File: src/mem_ctrl_pkg.sv
package mem_ctrl_pkg;

  // address slice seen by the decoder and basic widths
  localparam int ADDR_HI = 31;
  localparam int ADDR_LO = 17;
  localparam int ADDR_W  = ADDR_HI - ADDR_LO + 1;
  localparam int NUM_CS  = 8;
  localparam int IDX_W   = 3;
  localparam int CNT_W   = 5;
  localparam int LANES   = 4;

  // region bases on address bits 31:17, entry 0 is the rightmost
  // 0 sram, 1 eprom, 2 uart, 3 timer, 4 irq ctl, 5..7 spare user
  localparam logic [NUM_CS-1:0][ADDR_W-1:0] REGION_BASE = {
    15'h0F50, 15'h0F40, 15'h0F30, 15'h0F20,
    15'h0F10, 15'h0F00, 15'h0FE0, 15'h0000};

  // per-region timing, in cycle counter values
  localparam logic [NUM_CS-1:0][CNT_W-1:0] FIRST_CYC = {
    5'h06, 5'h06, 5'h06, 5'h06, 5'h06, 5'h06, 5'h06, 5'h03};
  localparam logic [NUM_CS-1:0][CNT_W-1:0] GAP_CYC = {
    5'h02, 5'h02, 5'h02, 5'h02, 5'h02, 5'h02, 5'h04, 5'h00};
  localparam logic [NUM_CS-1:0][CNT_W-1:0] WR_ACK_CYC = {
    5'h05, 5'h05, 5'h05, 5'h05, 5'h05, 5'h05, 5'h04, 5'h03};
  // regions that also acknowledge near the end of a quad read
  localparam logic [NUM_CS-1:0] BURST_ACK_EN = 8'h03;

  // byte strobes start at this count (bus turnaround)
  localparam logic [CNT_W-1:0] GO_CYC    = 5'h02;
  // undecoded accesses are faulted at this count
  localparam logic [CNT_W-1:0] FAULT_CYC = 5'h02;
  localparam logic [CNT_W-1:0] CNT_ONE   = 5'h01;
  localparam logic [CNT_W-1:0] CNT_ZERO  = 5'h00;
  // quad burst has four words
  localparam int BURST_WORDS = 4;

  // alternative build: idle strobes clear the counter asynchronously
  localparam logic ASYNC_CLEAR = 1'b0;

  typedef enum logic [0:0] {
    ST_IDLE = 1'b0,
    ST_RUN  = 1'b1
  } cyc_state_t;

endpackage

File: src/wait_state_memory_cycle_ctrl.sv
// How it works
// - chip selects come only from address bits 31 to 17.
// - three spare selects decode user regions.
// - chip selects are combinational and may glitch as the address settles.
// - memory enables are synchronous and active only inside a transfer.
// - test enable floats all chip select outputs for board test.
// - a transfer starts on the asserting edge of load or store strobe.
// - start launches a 5-bit up counter stepping every clock.
// - every output except the chip selects and their drive enable is decoded from the cycle counter.
// - decoded cycle finish clears counter and machine, not strobe negation.
// - no negating strobe edges and no latch strobe are used.
// - byte strobe go waits a fixed count for bus turnaround.
// - burst and region set timing and number of read word strobes.
// - acknowledge ends every decoded write, optionally near a quad read end.
// - cycles before and between terminations are set per region.
// - undecoded accesses are ended with a bus fault.
// - writes and plain reads reuse the throttled read sequencer.
// - everything runs on one clock edge, other strobe edges ignored.
// - alternative build clears the counter while both strobes idle.
// - lane write enables combine lane selects, store, go and finish.
// - memory output enable is the primary read enable.
// - the clock is the inverted buffered bus clock.
`timescale 1ns/1ps
module wait_state_memory_cycle_ctrl (
  input  wire logic                            sys_clk_in,
  input  wire logic                            rst_in,
  input  wire logic [mem_ctrl_pkg::ADDR_W-1:0] addr_in,
  input  wire logic                            rd_n_in,
  input  wire logic                            wr_n_in,
  input  wire logic                            burst_n_in,
  input  wire logic [mem_ctrl_pkg::LANES-1:0]  byte_lane_selects_n_in,
  input  wire logic                            test_en_in,
  output logic      [mem_ctrl_pkg::NUM_CS-1:0] chip_sel_n_out,
  output logic                                 chip_sel_oe_out,
  output logic                                 read_word_strobe_n_out,
  output logic                                 ack_n_out,
  output logic                                 bus_fault_n_out,
  output logic                                 cycle_finish_n_out,
  output logic                                 byte_strobe_go_n_out,
  output logic                                 output_enable_mem_n_out,
  output logic      [mem_ctrl_pkg::LANES-1:0]  byte_lane_write_enables_n_out
);
  import mem_ctrl_pkg::*;

  cyc_state_t          state_ff;
  cyc_state_t          nxt_state;
  logic [CNT_W-1:0]    cnt_ff;
  logic [CNT_W-1:0]    nxt_cnt;
  logic                rd_n_ff;
  logic                wr_n_ff;
  logic                is_rd_ff;
  logic                burst_ff;
  logic                hit_ff;
  logic [IDX_W-1:0]    idx_ff;
  logic [NUM_CS-1:0]   dec_sel;
  logic                dec_hit;
  logic [IDX_W-1:0]    dec_idx;
  logic                start;
  logic                run;
  logic                clr_async;
  logic [CNT_W-1:0]    first_cyc;
  logic [CNT_W-1:0]    gap_cyc;
  logic [CNT_W-1:0]    last_cyc;
  logic [CNT_W-1:0]    end_cyc;
  logic                finish;
  logic                go;
  logic                word_strobe;
  logic                ack;
  logic                fault;

  // count of the last read word strobe for this region and size
  function automatic logic [CNT_W-1:0] last_word(
    input logic [CNT_W-1:0] first,
    input logic [CNT_W-1:0] gap,
    input logic             quad
  );
    logic [CNT_W-1:0] step;
    step = CNT_W'(gap + CNT_ONE);
    if (quad) begin
      last_word = CNT_W'(first + CNT_W'(3 * step));
    end else begin
      last_word = first;
    end
  endfunction

  // true when the count lands on one of the word strobe slots
  function automatic logic word_slot(
    input logic [CNT_W-1:0] cnt,
    input logic [CNT_W-1:0] first,
    input logic [CNT_W-1:0] gap,
    input logic             quad
  );
    logic [CNT_W-1:0] slot;
    word_slot = 1'b0;
    slot      = first;
    for (int k = 0; k < BURST_WORDS; k++) begin
      if ((k == 0 || quad) && cnt == slot) begin
        word_slot = 1'b1;
      end
      slot = CNT_W'(slot + gap + CNT_ONE);
    end
  endfunction

  // address decoder: selects straight from the address pins
  region_decoder u_dec (
    .addr_hi_in      (addr_in),
    .test_en_in      (test_en_in),
    .sel_out         (dec_sel),
    .hit_out         (dec_hit),
    .idx_out         (dec_idx),
    .chip_sel_n_out  (chip_sel_n_out),
    .chip_sel_oe_out (chip_sel_oe_out)
  );

  // the clock is the inverted bus clock; all state uses its rising
  // edge, so half-cycle strobe edges are simply never sampled

  // previous strobe samples, used for asserting edges only
  always_ff @(posedge sys_clk_in or posedge rst_in) begin
    if (rst_in) begin
      rd_n_ff <= 1'b1;
      wr_n_ff <= 1'b1;
    end else begin
      rd_n_ff <= rd_n_in;
      wr_n_ff <= wr_n_in;
    end
  end

  // start on a falling load or store strobe while idle; negation is
  // never looked at because it lands in the setup window
  assign run   = (state_ff == ST_RUN);
  assign start = !run && ((rd_n_ff && !rd_n_in) ||
                          (wr_n_ff && !wr_n_in));

  // alternative build: both strobes idle clear the counter at once
  assign clr_async = rst_in | (ASYNC_CLEAR & rd_n_in & wr_n_in);

  // transfer attributes captured at start; glitches are over by then
  always_ff @(posedge sys_clk_in or posedge rst_in) begin
    if (rst_in) begin
      is_rd_ff <= 1'b0;
      burst_ff <= 1'b0;
      hit_ff   <= 1'b0;
      idx_ff   <= '0;
    end else if (start) begin
      is_rd_ff <= !rd_n_in;
      burst_ff <= !rd_n_in && !burst_n_in;
      hit_ff   <= dec_hit;
      idx_ff   <= dec_idx;
    end
  end

  // per-region timing table lookup
  assign first_cyc = FIRST_CYC[idx_ff];
  assign gap_cyc   = GAP_CYC[idx_ff];
  assign last_cyc  = last_word(first_cyc, gap_cyc, burst_ff);

  // one sequencer for all kinds: a write or a single read is just a
  // throttled read that ends early
  always_comb begin
    if (!hit_ff) begin
      end_cyc = CNT_W'(FAULT_CYC + CNT_ONE);
    end else if (is_rd_ff) begin
      end_cyc = CNT_W'(last_cyc + CNT_ONE);
    end else begin
      end_cyc = CNT_W'(WR_ACK_CYC[idx_ff] + CNT_ONE);
    end
  end

  // cycle finish is decoded, not taken from the strobe negation
  assign finish = run && (cnt_ff == end_cyc);

  // machine: idle until a start, run until the decoded finish
  always_comb begin
    case (state_ff)
      ST_IDLE: begin
        nxt_state = start ? ST_RUN : ST_IDLE;
      end
      ST_RUN: begin
        nxt_state = finish ? ST_IDLE : ST_RUN;
      end
      default: begin
        nxt_state = ST_IDLE;
      end
    endcase
  end

  // counter: 1 on the start edge, +1 each clock, 0 at finish or idle
  always_comb begin
    if (!run) begin
      nxt_cnt = start ? CNT_ONE : CNT_ZERO;
    end else if (finish) begin
      nxt_cnt = CNT_ZERO;
    end else begin
      nxt_cnt = CNT_W'(cnt_ff + CNT_ONE);
    end
  end

  always_ff @(posedge sys_clk_in or posedge clr_async) begin
    if (clr_async) begin
      state_ff <= ST_IDLE;
    end else begin
      state_ff <= nxt_state;
    end
  end

  always_ff @(posedge sys_clk_in or posedge clr_async) begin
    if (clr_async) begin
      cnt_ff <= CNT_ZERO;
    end else begin
      cnt_ff <= nxt_cnt;
    end
  end

  // everything below is a decode of the counter

  // byte strobes wait out the previous transfer's driver release
  assign go = run && (cnt_ff >= GO_CYC);

  // word strobes only on decoded reads, count and spacing per region
  assign word_strobe = run && hit_ff && is_rd_ff &&
                       word_slot(cnt_ff, first_cyc, gap_cyc,
                                 burst_ff);

  // write ack at its region count; quad read ack with the last word
  always_comb begin
    if (!run || !hit_ff) begin
      ack = 1'b0;
    end else if (is_rd_ff) begin
      ack = burst_ff && BURST_ACK_EN[idx_ff] &&
            (cnt_ff == last_cyc);
    end else begin
      ack = (cnt_ff == WR_ACK_CYC[idx_ff]);
    end
  end

  // undecoded access: fault, then finish next clock without waiting
  // for the processor's own load strobe release
  assign fault = run && !hit_ff && (cnt_ff == FAULT_CYC);

  // active low termination and control outputs
  assign read_word_strobe_n_out = !word_strobe;
  assign ack_n_out              = !ack;
  assign bus_fault_n_out        = !fault;
  assign cycle_finish_n_out     = !finish;
  assign byte_strobe_go_n_out   = !go;

  // read enable only inside a read, masking decoder glitches
  assign output_enable_mem_n_out =
    !(go && hit_ff && is_rd_ff && !finish);

  // per-lane write enables, dropped at finish for hold time margin
  always_comb begin
    for (int i = 0; i < LANES; i++) begin
      byte_lane_write_enables_n_out[i] =
        !(go && hit_ff && !is_rd_ff && !finish &&
          !byte_lane_selects_n_in[i]);
    end
  end
endmodule

File: src/region_decoder.sv
`timescale 1ns/1ps
module region_decoder (
  input  wire logic [mem_ctrl_pkg::ADDR_W-1:0] addr_hi_in,
  input  wire logic                            test_en_in,
  output logic      [mem_ctrl_pkg::NUM_CS-1:0] sel_out,
  output logic                                 hit_out,
  output logic      [mem_ctrl_pkg::IDX_W-1:0]  idx_out,
  output logic      [mem_ctrl_pkg::NUM_CS-1:0] chip_sel_n_out,
  output logic                                 chip_sel_oe_out
);
  import mem_ctrl_pkg::*;

  // pure combinational match on the upper address bits; no latch
  // strobe gating, so selects may glitch while the address settles
  always_comb begin
    sel_out = '0;
    hit_out = 1'b0;
    idx_out = '0;
    for (int i = 0; i < NUM_CS; i++) begin
      if (addr_hi_in == REGION_BASE[i]) begin
        sel_out[i] = 1'b1;
        hit_out    = 1'b1;
        idx_out    = IDX_W'(i);
      end
    end
  end

  // upper three selects are the spare user regions
  assign chip_sel_n_out = ~sel_out;

  // test enable floats every select for board test
  assign chip_sel_oe_out = ~test_en_in;

endmodule

File: config.mk
export PLATFORM = sky130hd
export DESIGN_NAME = wait_state_memory_cycle_ctrl
export DESIGN_NICKNAME = d
export VERILOG_FILES = /design/src/mem_ctrl_pkg.sv /design/src/wait_state_memory_cycle_ctrl.sv /design/src/region_decoder.sv
export SDC_FILE = /design/constraint.sdc
export NUM_CORES = 1
export LEC_CHECK = 0
export BUFFER_PORTS_ARGS = -buffer_cell sky130_fd_sc_hd__buf_2
export CAP_MARGIN = 5
export CORE_UTILIZATION = 54
export CTS_CLUSTER_DIAMETER = 50
export CTS_CLUSTER_SIZE = 25
export DETAILED_ROUTE_END_ITERATION = 8
export PLACE_DENSITY = 0.8
export SETUP_SLACK_MARGIN = 0.1
export SLEW_MARGIN = 20
export SYNTH_ARGS = -nofsm -noshare
export SYNTH_HDL_FRONTEND = slang
export SYNTH_HIERARCHICAL = 1
export SYNTH_SLANG_ARGS = --single-unit
export TNS_END_PERCENT = 1
File: constraint.sdc
create_clock -name sys_clk_in -period 4.1 [get_ports sys_clk_in]
set_clock_uncertainty 0.05 [all_clocks]
set_input_delay 0.41 -clock sys_clk_in [delete_from_list [all_inputs] [get_ports sys_clk_in]]
set_output_delay 0.41 -clock sys_clk_in [all_outputs]
set_load 0.05 [all_outputs]
==> results.yml, run 1 <==
floorplanning:
  dieArea_um2: 3500
  coreArea_um2: 3080
  ios: 44
  die_h_um: 59.2
  std_cell_rows: 20
  initial_core_util_pct: 57.4
  die_w_um: 59.2
clock_network:
  clkLatencyLatePin_ns: 0.30
  root_buffer: "clkbuf_4"
  cts_max_path_buffers: 2
  clock_sinks: 14
  cts_buffers: 3
  clk_pin_slew_worst_paths_ns: 0.10
  ctsHoldBuffers: 0
  cts_tree: "yes"
  htreeDepth: 1
sta:
  final_max_slew_viol_count: 0
  clock.fmax_mhz: 255
  finalCritPeriodShare_pct: 95.6
  tns_ns: 0
  finalHoldViolCount: 0
  final-setup-viol-count: 0
  relSlewSlack_pct: 41.3
  worstMarginPinSlew_ns: 0.881
  min_period_ns: 3.92
  rsz0062_at_grt: "false"
finish:
  layout-drive-gt1-share_pct: 32.8
  areaGrowthSynthToFinish_pct: 20.8
  antenna_cells: 0
  final_nets: 298
  final_core_util_pct: 69.3
detailed_routing:
  wire_per_inst_um: 14.8
  drt-total-wl_um: 4520
  num_vias: 1813
  wl_met1_um: 1940
  top_layer: "met4"
  dr_wl_met2_um: 2140
  viasPerCell: 5.92
  met3_length_um: 380
  drtIter0Drc: 187
  final_antenna_net_count: 0
  dr.pass1.iters: 4
  route.detailed.drc: 0
power_and_ir_drop:
  ir_worst_vdd_v: 0.000351
  p_total_w: 0.000759
  power.density_nw_per_um2: 356
  p_leak_nw: 0.897
setup_path:
  crit_family: "simple AND/OR/NAND/NOR gates"
  required_ns: 3.64
  cp-end-kind: "primary output"
  crit_slowest_cell: "or4_1"
  cp_max_fo: 10
  worst-setup-path-type: "register to primary output"
  start_kind: "register"
  cpMostUsedCell: "buf_4"
  crit_path_cell_trace: "or3b_1, inv_2, fa_2, xor2_2, and3_1, or4_1, a211oi_2, buf_4, a21o_1, buf_4"
  slowest_delay_ns: 0.52
  cp.arrival_ns: 3.46
  critical_path_buf_inv_count: 3
synth:
  ys_warn_count: 6
  synth_fp_nets: 257
  netlist_instances: 222
  syn_area_um2: 1770
  syn_avg_cell_area_um2: 7.96
placed_design:
  gp_congestion: 0.860
  dp_hpwl_um: 3150
  portBuffers: 43
global_route:
  grt_first_pass_wirelength_um: 6730
  grt_usage_pct: 25.2
  grt.overflow.total: 0
  antenna_found_initial: 0
  grt_max_degree: 18
  grt_pass1_vias: 1482
run:
  drv_cap: 0
hold_path:
  hold_path_class: "primary input to asynchronous set/reset pin"
status:
  status: "complete, no violations"
-- registers in the layout, indices dropped and copies added, names as in the netlist --
register / count
cnt_ff: 5
idx_ff: 3
burst_ff: 1
hit_ff: 1
is_rd_ff: 1
rd_n_ff: 1
run: 1
wr_n_ff: 1
-- report_power, final --
group | switching (W) | internal (W)
combinational | 0.000222 | 0.000166
clock | 0.0000505 | 0.0000542
sequential | 0.0000988 | 0.000167
-- per-layer routing --
layer	vias up	global-route usage, %
met2	85	37.4
met4	0	7.82
met5	-	0
met1	827	37.2
li1	892	-
met3	9	3.93
-- metrics by stage --
step,cells,setup slack [ns],hold WS (ns),area (um2)
2_1_floorplan,222,0.269,0.248,1770
3_3_place_gp,291,0.340,0.423,1970
3_5_place_dp,291,0.241,0.424,1970
4_1_cts,295,0.110,0.104,2030
5_1_grt,306,0.0820,0.154,2130
6_report,306,0.180,0.0831,2130
-- cell type report --
type | count | area, um2
clock buffers | 4 | 36.3
fillers | 269 | 945
inverters | 12 | 45.0
multi-input cells | 175 | 1300
flip-flops and latches | 14 | 357
well taps | 44 | 55.1
repair buffers | 57 | 344
-- path summary, 6_finish.rpt --
kind / from / depth (start not counted) / endpoint / slack, ns
worst max-delay path: idx_ff[2] / 10 / byte_lane_write_enables_n_out[0] / 0.18
worst min-delay path: rst_in / 2 / run / 0.08
worst max register to register: idx_ff[2] / 11 / run / 0.65
worst min register to register: idx_ff[1] / 2 / idx_ff[1] / 0.69
max in group asynchronous: rst_in / 2 / idx_ff[1] / 3.50
min in group sys_clk_in: wr_n_in / 1 / wr_n_ff / 0.18
-- repair_timing --
item / 4_1_cts / 5_1_grt
cloned: 0 / 1
pin swaps: 1 / 2
setup endpoints to repair: 6 / 6
gates resized for setup: 9 / 8
buffers inserted: 0 / 10
-- placed cells by master, fill, tap and decap left out, drive strengths merged, types with 3 or more instances in the layout --
master,n
a21o,8
a21oi,11
a31oi,4
and2,3
and3,4
buf,55
clkbuf,5
dfrtp,12
ha,9
inv,12
mux2,3
nand2,18
nand2b,6
nand3,11
nand4,4
nor2,8
nor3,8
nor4,8
o21ai,8
o31ai,4
or3,6
or4,3
or4b,5
xnor2,8
xor2,4
(Power assumes the default switching activity.)
==> inputs of run 2 (changes only) <==
ABC_CLOCK_PERIOD_IN_PS = 4100   (was unset)
PLACE_DENSITY = 0.83   (was 0.8)
==> run 2 against run 1 <==
Compared with the run above:
- die area stayed put
- final cell count decreased by 1.3%
- via count is 0.22% lower
- critical path type unchanged
- global-route usage fell by 0.60 points
- cell area shrank 1.8%
- sequential share of layout area grew 0.31 points
- count of clock-buffer cells in the layout unchanged
- first-iteration DRC count shrank 37%
==> results.yml, run 2 (synthesis gave the netlist of run 1 again) <==
power_and_ir_drop:
  p_leak_nw: 0.873
  power_frac_clock_pct: 13.8
  p_sw_w: 0.000362
  swShare_pct: 48.7
  ir_worst_vdd_v: 0.000280
  power.density_nw_per_um2: 355
  seqPwrFrac_pct: 35.6
  intPower_w: 0.000382
  pwr-share-comb_pct: 50.6
setup_path:
  cp.arrival_ns: 3.42
  start_kind: "register"
  required_ns: 3.64
  reg2reg_depth: 9
  timing.rr.end: "cnt_ff[0]"
  critical_path_buf_inv_count: 2
  crit_family: "simple AND/OR/NAND/NOR gates"
  crit_slowest_cell: "fa_2"
  crit_path_cell_trace: "or3b_1, inv_2, fa_2, xor2_2, or4_4, and3_4, a2111oi_4, a211o_1, buf_4"
  slowest_delay_ns: 0.46
  cp-end-kind: "primary output"
  r2r-start: "idx_ff[1]"
  r2r_setup_slack_ns: 0.82
  worst-setup-path-type: "register to primary output"
  cp_max_fo: 9
detailed_routing:
  wire_per_inst_um: 14.2
  num_vias: 1809
  route.detailed.drc: 0
  viasPerCell: 5.99
  drtIter0Drc: 118
  final_antenna_net_count: 0
  drt-total-wl_um: 4290
  dr.pass1.iters: 4
sta:
  finalHoldViolCount: 0
  relSlewSlack_pct: 40.7
  final_max_slew_viol_count: 0
  finalCritPeriodShare_pct: 94.6
  worstMarginPinSlew_ns: 0.889
  setup_ws_ns: 0.219
  tns_ns: 0
  final-setup-viol-count: 0
  min_period_ns: 3.88
  rsz0062_at_grt: "false"
  clock.fmax_mhz: 258
global_route:
  grt_first_pass_wirelength_um: 6600
  grt_pass1_vias: 1473
  antenna_found_initial: 0
  grt_max_degree: 18
  grt.overflow.total: 0
  grt_usage_pct: 24.6
placed_design:
  pre_cts_ws_ns: 0.213
  gp_congestion: 0.944
  place_area_um2: 1970
  dp_hpwl_um: 3190
  portBuffers: 43
floorplanning:
  ios: 44
  die_h_um: 59.2
  coreArea_um2: 3080
  die_w_um: 59.2
  dieArea_um2: 3500
  initial_core_util_pct: 57.4
  std_cell_rows: 20
clock_network:
  ctsHoldBuffers: 0
  clkLatencyLatePin_ns: 0.30
  clk_pin_slew_worst_paths_ns: 0.10
  root_buffer: "clkbuf_4"
  htreeDepth: 1
  cts_max_path_buffers: 2
  clock_sinks: 14
  cts_buffers: 3
  cts_tree: "yes"
finish:
  areaGrowthSynthToFinish_pct: 18.6
  largest_reg_flops: 5
  nFillCells: 269
  antenna_cells: 0
  fin_area_um2: 2090
  layout_common_cells: "buf_2, nand2_1, buf_4"
  regMostFlops: "cnt_ff"
  reg_top3: "cnt_ff: 5 flops, idx_ff: 3 flops"
  final_nets: 294
  layout-drive-gt1-share_pct: 31.8
  final_common_cell: "buf_2"
hold_path:
  hold_path_class: "primary input to asynchronous set/reset pin"
status:
  status: "complete, no violations"
run:
  drv_cap: 0
[run 2: cell count changes in the layout (fill, tap and decap cells not counted), sizes merged]
cell,previous run,this run
clkdlybuf4s15,1,0
buf,55,53
clkbuf,5,4
[run 2: cell type report]
type / instances / area [um2] / area share (%)
timing repair buffer: 53 / 305 / 14.6
multi-input combinational: 175 / 1300 / 61.9
inverter: 12 / 45.0 / 2.15
sequential: 14 / 357 / 17.0
clock buffer: 4 / 36.3 / 1.73
tap: 44 / 55.1 / 2.63
[run 2: what timing repair did]
action	4_1_cts	5_1_grt
resized for setup	10	5
pin swaps	0	1
setup buffers	0	7
setup endpoints to repair	6	6
[run 2: how the worst max path moves through the flow]
| stage | startpoint | endpoint | slack (ns) | cells after the start |
|---|---|---|---|---|
| floorplan | idx_ff[1] | cycle_finish_n_out | 0.27 | 10 |
| global placement | idx_ff[0] | output_enable_mem_n_out | 0.33 | 9 |
| detailed placement | idx_ff[1] | byte_lane_write_enables_n_out[3] | 0.21 | 9 |
| CTS | idx_ff[1] | cycle_finish_n_out | 0.08 | 10 |
| global route | idx_ff[0] | cycle_finish_n_out | 0.09 | 9 |
| finish | idx_ff[1] | output_enable_mem_n_out | 0.22 | 9 |
[run 2: metal layers]
metal | vias to the layer above | wire length (um) | global-route usage, %
met4 | 0 | 30 | 4.42
li1 | 879 | - | -
met3 | 4 | 330 | 4.80
met5 | - | 0 | 0
met1 | 842 | 1970 | 35.6
met2 | 84 | 1960 | 38.2
[run 2: power groups by stage]
stage,combinational [W],clock [W],sequential [W]
final,0.000377,0.000103,0.000265
after global routing,0.000408,0.000110,0.000274
after CTS,0.000361,0.000104,0.000261
after detailed placement,0.000357,0,0.000264
after global placement,0.000351,0,0.000263
after floorplan,0.000348,0,0.000190
[run 2: through the flow]
stage | hold WS (ns) | instances | total power [W] | util, %
2_1_floorplan | 0.248 | 222 | 0.000538 | -
3_3_place_gp | 0.415 | 291 | 0.000613 | 63.9
3_5_place_dp | 0.418 | 291 | 0.000621 | 63.9
4_1_cts | 0.0990 | 295 | 0.000726 | 66.0
5_1_grt | 0.129 | 302 | 0.000793 | 68.0
6_report | 0.0729 | 302 | 0.000744 | 68.0
==> inputs of run 3 (changes only) <==
BUFFER_PORTS_ARGS = -buffer_cell sky130_fd_sc_hd__clkbuf_2   (was -buffer_cell sky130_fd_sc_hd__buf_2)
==> run 3 against run 2 <==
Compared with the run above:
- sequential cell count stayed put
- core utilization is 1.8 points higher
- sequential power hardly changed
- non-clock buffer count is 5 higher
==> results.yml, run 3 (synthesis gave the netlist of run 1 again) <==
sta:
  finalHoldViolCount: 0
  final_max_slew_viol_count: 0
  min_period_ns: 3.92
  final-setup-viol-count: 0
  tns_ns: 0
  worstMarginPinSlew_ns: 0.997
  finalCritPeriodShare_pct: 95.7
  relSlewSlack_pct: 33.5
  hold_ws_ns: 0.0721
  clock.fmax_mhz: 255
  rsz0062_at_grt: "false"
run:
  drv_cap: 0
clock_network:
  cts_buffers: 3
  cts_max_path_buffers: 2
  clkLatencyLatePin_ns: 0.29
  clock_sinks: 14
  clk_pin_slew_worst_paths_ns: 0.10
  root_buffer: "clkbuf_4"
  htreeDepth: 1
  cts_tree: "yes"
  ctsHoldBuffers: 0
finish:
  regMostFlops: "cnt_ff"
  largest_reg_flops: 5
  final_core_util_pct: 69.8
  areaGrowthSynthToFinish_pct: 21.7
  layout-drive-gt1-share_pct: 33.5
  final_nets: 299
  final_common_cell: "clkbuf_2"
  fin_area_um2: 2150
  reg_top3: "cnt_ff: 5 flops, idx_ff: 3 flops"
  antenna_cells: 0
  layout_common_cells: "clkbuf_2, nand2_1, buf_4"
power_and_ir_drop:
  p_sw_w: 0.000380
  swShare_pct: 49.3
  pwr-share-comb_pct: 51.8
  power_frac_clock_pct: 13.4
  seqPwrFrac_pct: 34.8
  ir_worst_vdd_v: 0.000306
  p_total_w: 0.000770
  p_leak_nw: 0.925
  power.density_nw_per_um2: 358
  intPower_w: 0.000391
global_route:
  antenna_found_initial: 0
  grt_first_pass_wirelength_um: 6830
  grt_pass1_vias: 1523
  grt_usage_pct: 25.3
  grt.overflow.total: 0
  grt_max_degree: 18
setup_path:
  required_ns: 3.64
  slowest_delay_ns: 0.51
  crit_slowest_cell: "or4_1"
  cp_max_fo: 6
  crit_path_cell_trace: "or3b_4, inv_2, fa_2, xor2_4, and3_1, or4_1, a211oi_2, buf_4, nand3_1, buf_6"
  cp.arrival_ns: 3.46
  reg2reg_depth: 11
  worst-setup-path-type: "register to primary output"
  r2r_setup_slack_ns: 0.79
  crit_family: "simple AND/OR/NAND/NOR gates"
  r2r-start: "idx_ff[1]"
  timing.rr.end: "run"
  critical_path_buf_inv_count: 3
  start_kind: "register"
  cp-end-kind: "primary output"
placed_design:
  gp_congestion: 0.907
  portBuffers: 43
  dp_hpwl_um: 3100
  place_area_um2: 1970
detailed_routing:
  dr.pass1.iters: 5
  drtIter0Drc: 207
  viasPerCell: 6.08
  final_antenna_net_count: 0
  num_vias: 1866
  route.detailed.drc: 0
  drt-total-wl_um: 4690
  wire_per_inst_um: 15.3
floorplanning:
  dieArea_um2: 3500
  die_h_um: 59.2
  initial_core_util_pct: 57.4
  std_cell_rows: 20
  die_w_um: 59.2
  ios: 44
  coreArea_um2: 3080
status:
  status: "complete, no violations"
hold_path:
  hold_path_class: "primary input to asynchronous set/reset pin"
[run 3: routing by layer]
layer  global-route usage, %  vias up  share of wire [%]
met3                    3.49       18                8.7
met2                    40.4      100                 46
met5                       0        -                  0
met4                    6.46        0                2.0
met1                    36.0      860                 43
li1                        -      888                  -
[run 3: how the worst max path moves through the flow]
stage	start	to	cells past startpoint
3_5_place_dp	idx_ff[0]	output_enable_mem_n_out	9
5_1_grt	idx_ff[1]	cycle_finish_n_out	10
4_1_cts	idx_ff[1]	byte_lane_write_enables_n_out[3]	10
3_3_place_gp	idx_ff[0]	output_enable_mem_n_out	9
2_1_floorplan	idx_ff[1]	cycle_finish_n_out	10
6_report	idx_ff[1]	cycle_finish_n_out	10
[run 3: per-stage QoR]
stage,setup WS (ns),instances
3_5_place_dp,0.265,291
2_1_floorplan,0.269,222
5_1_grt,0.0323,307
3_3_place_gp,0.320,291
4_1_cts,0.104,295
6_report,0.178,307
[run 3: final cells by class]
class	count	area (um2)
Multi-Input combinational cell	175	1310
Fill cell	249	928
Sequential cell	14	357
Tap cell	44	55.1
Timing Repair Buffer	58	347
Inverter	12	45.0
Clock buffer	4	36.3
[run 3: timing repair]
item | in CTS | in global routing
setup endpoints to repair | 6 | 6
pin swaps | 1 | 3
resized for setup | 11 | 15
gates cloned | 0 | 1
setup buffers | 0 | 11
[run 3: power by group through the flow]
stage	sequential, W	combinational, W	clock (W)
floorplan	0.000190	0.000348	0
global placement	0.000262	0.000351	0
detailed placement	0.000262	0.000356	0
CTS	0.000260	0.000363	0.000103
global route	0.000275	0.000427	0.000109
finish	0.000268	0.000399	0.000103
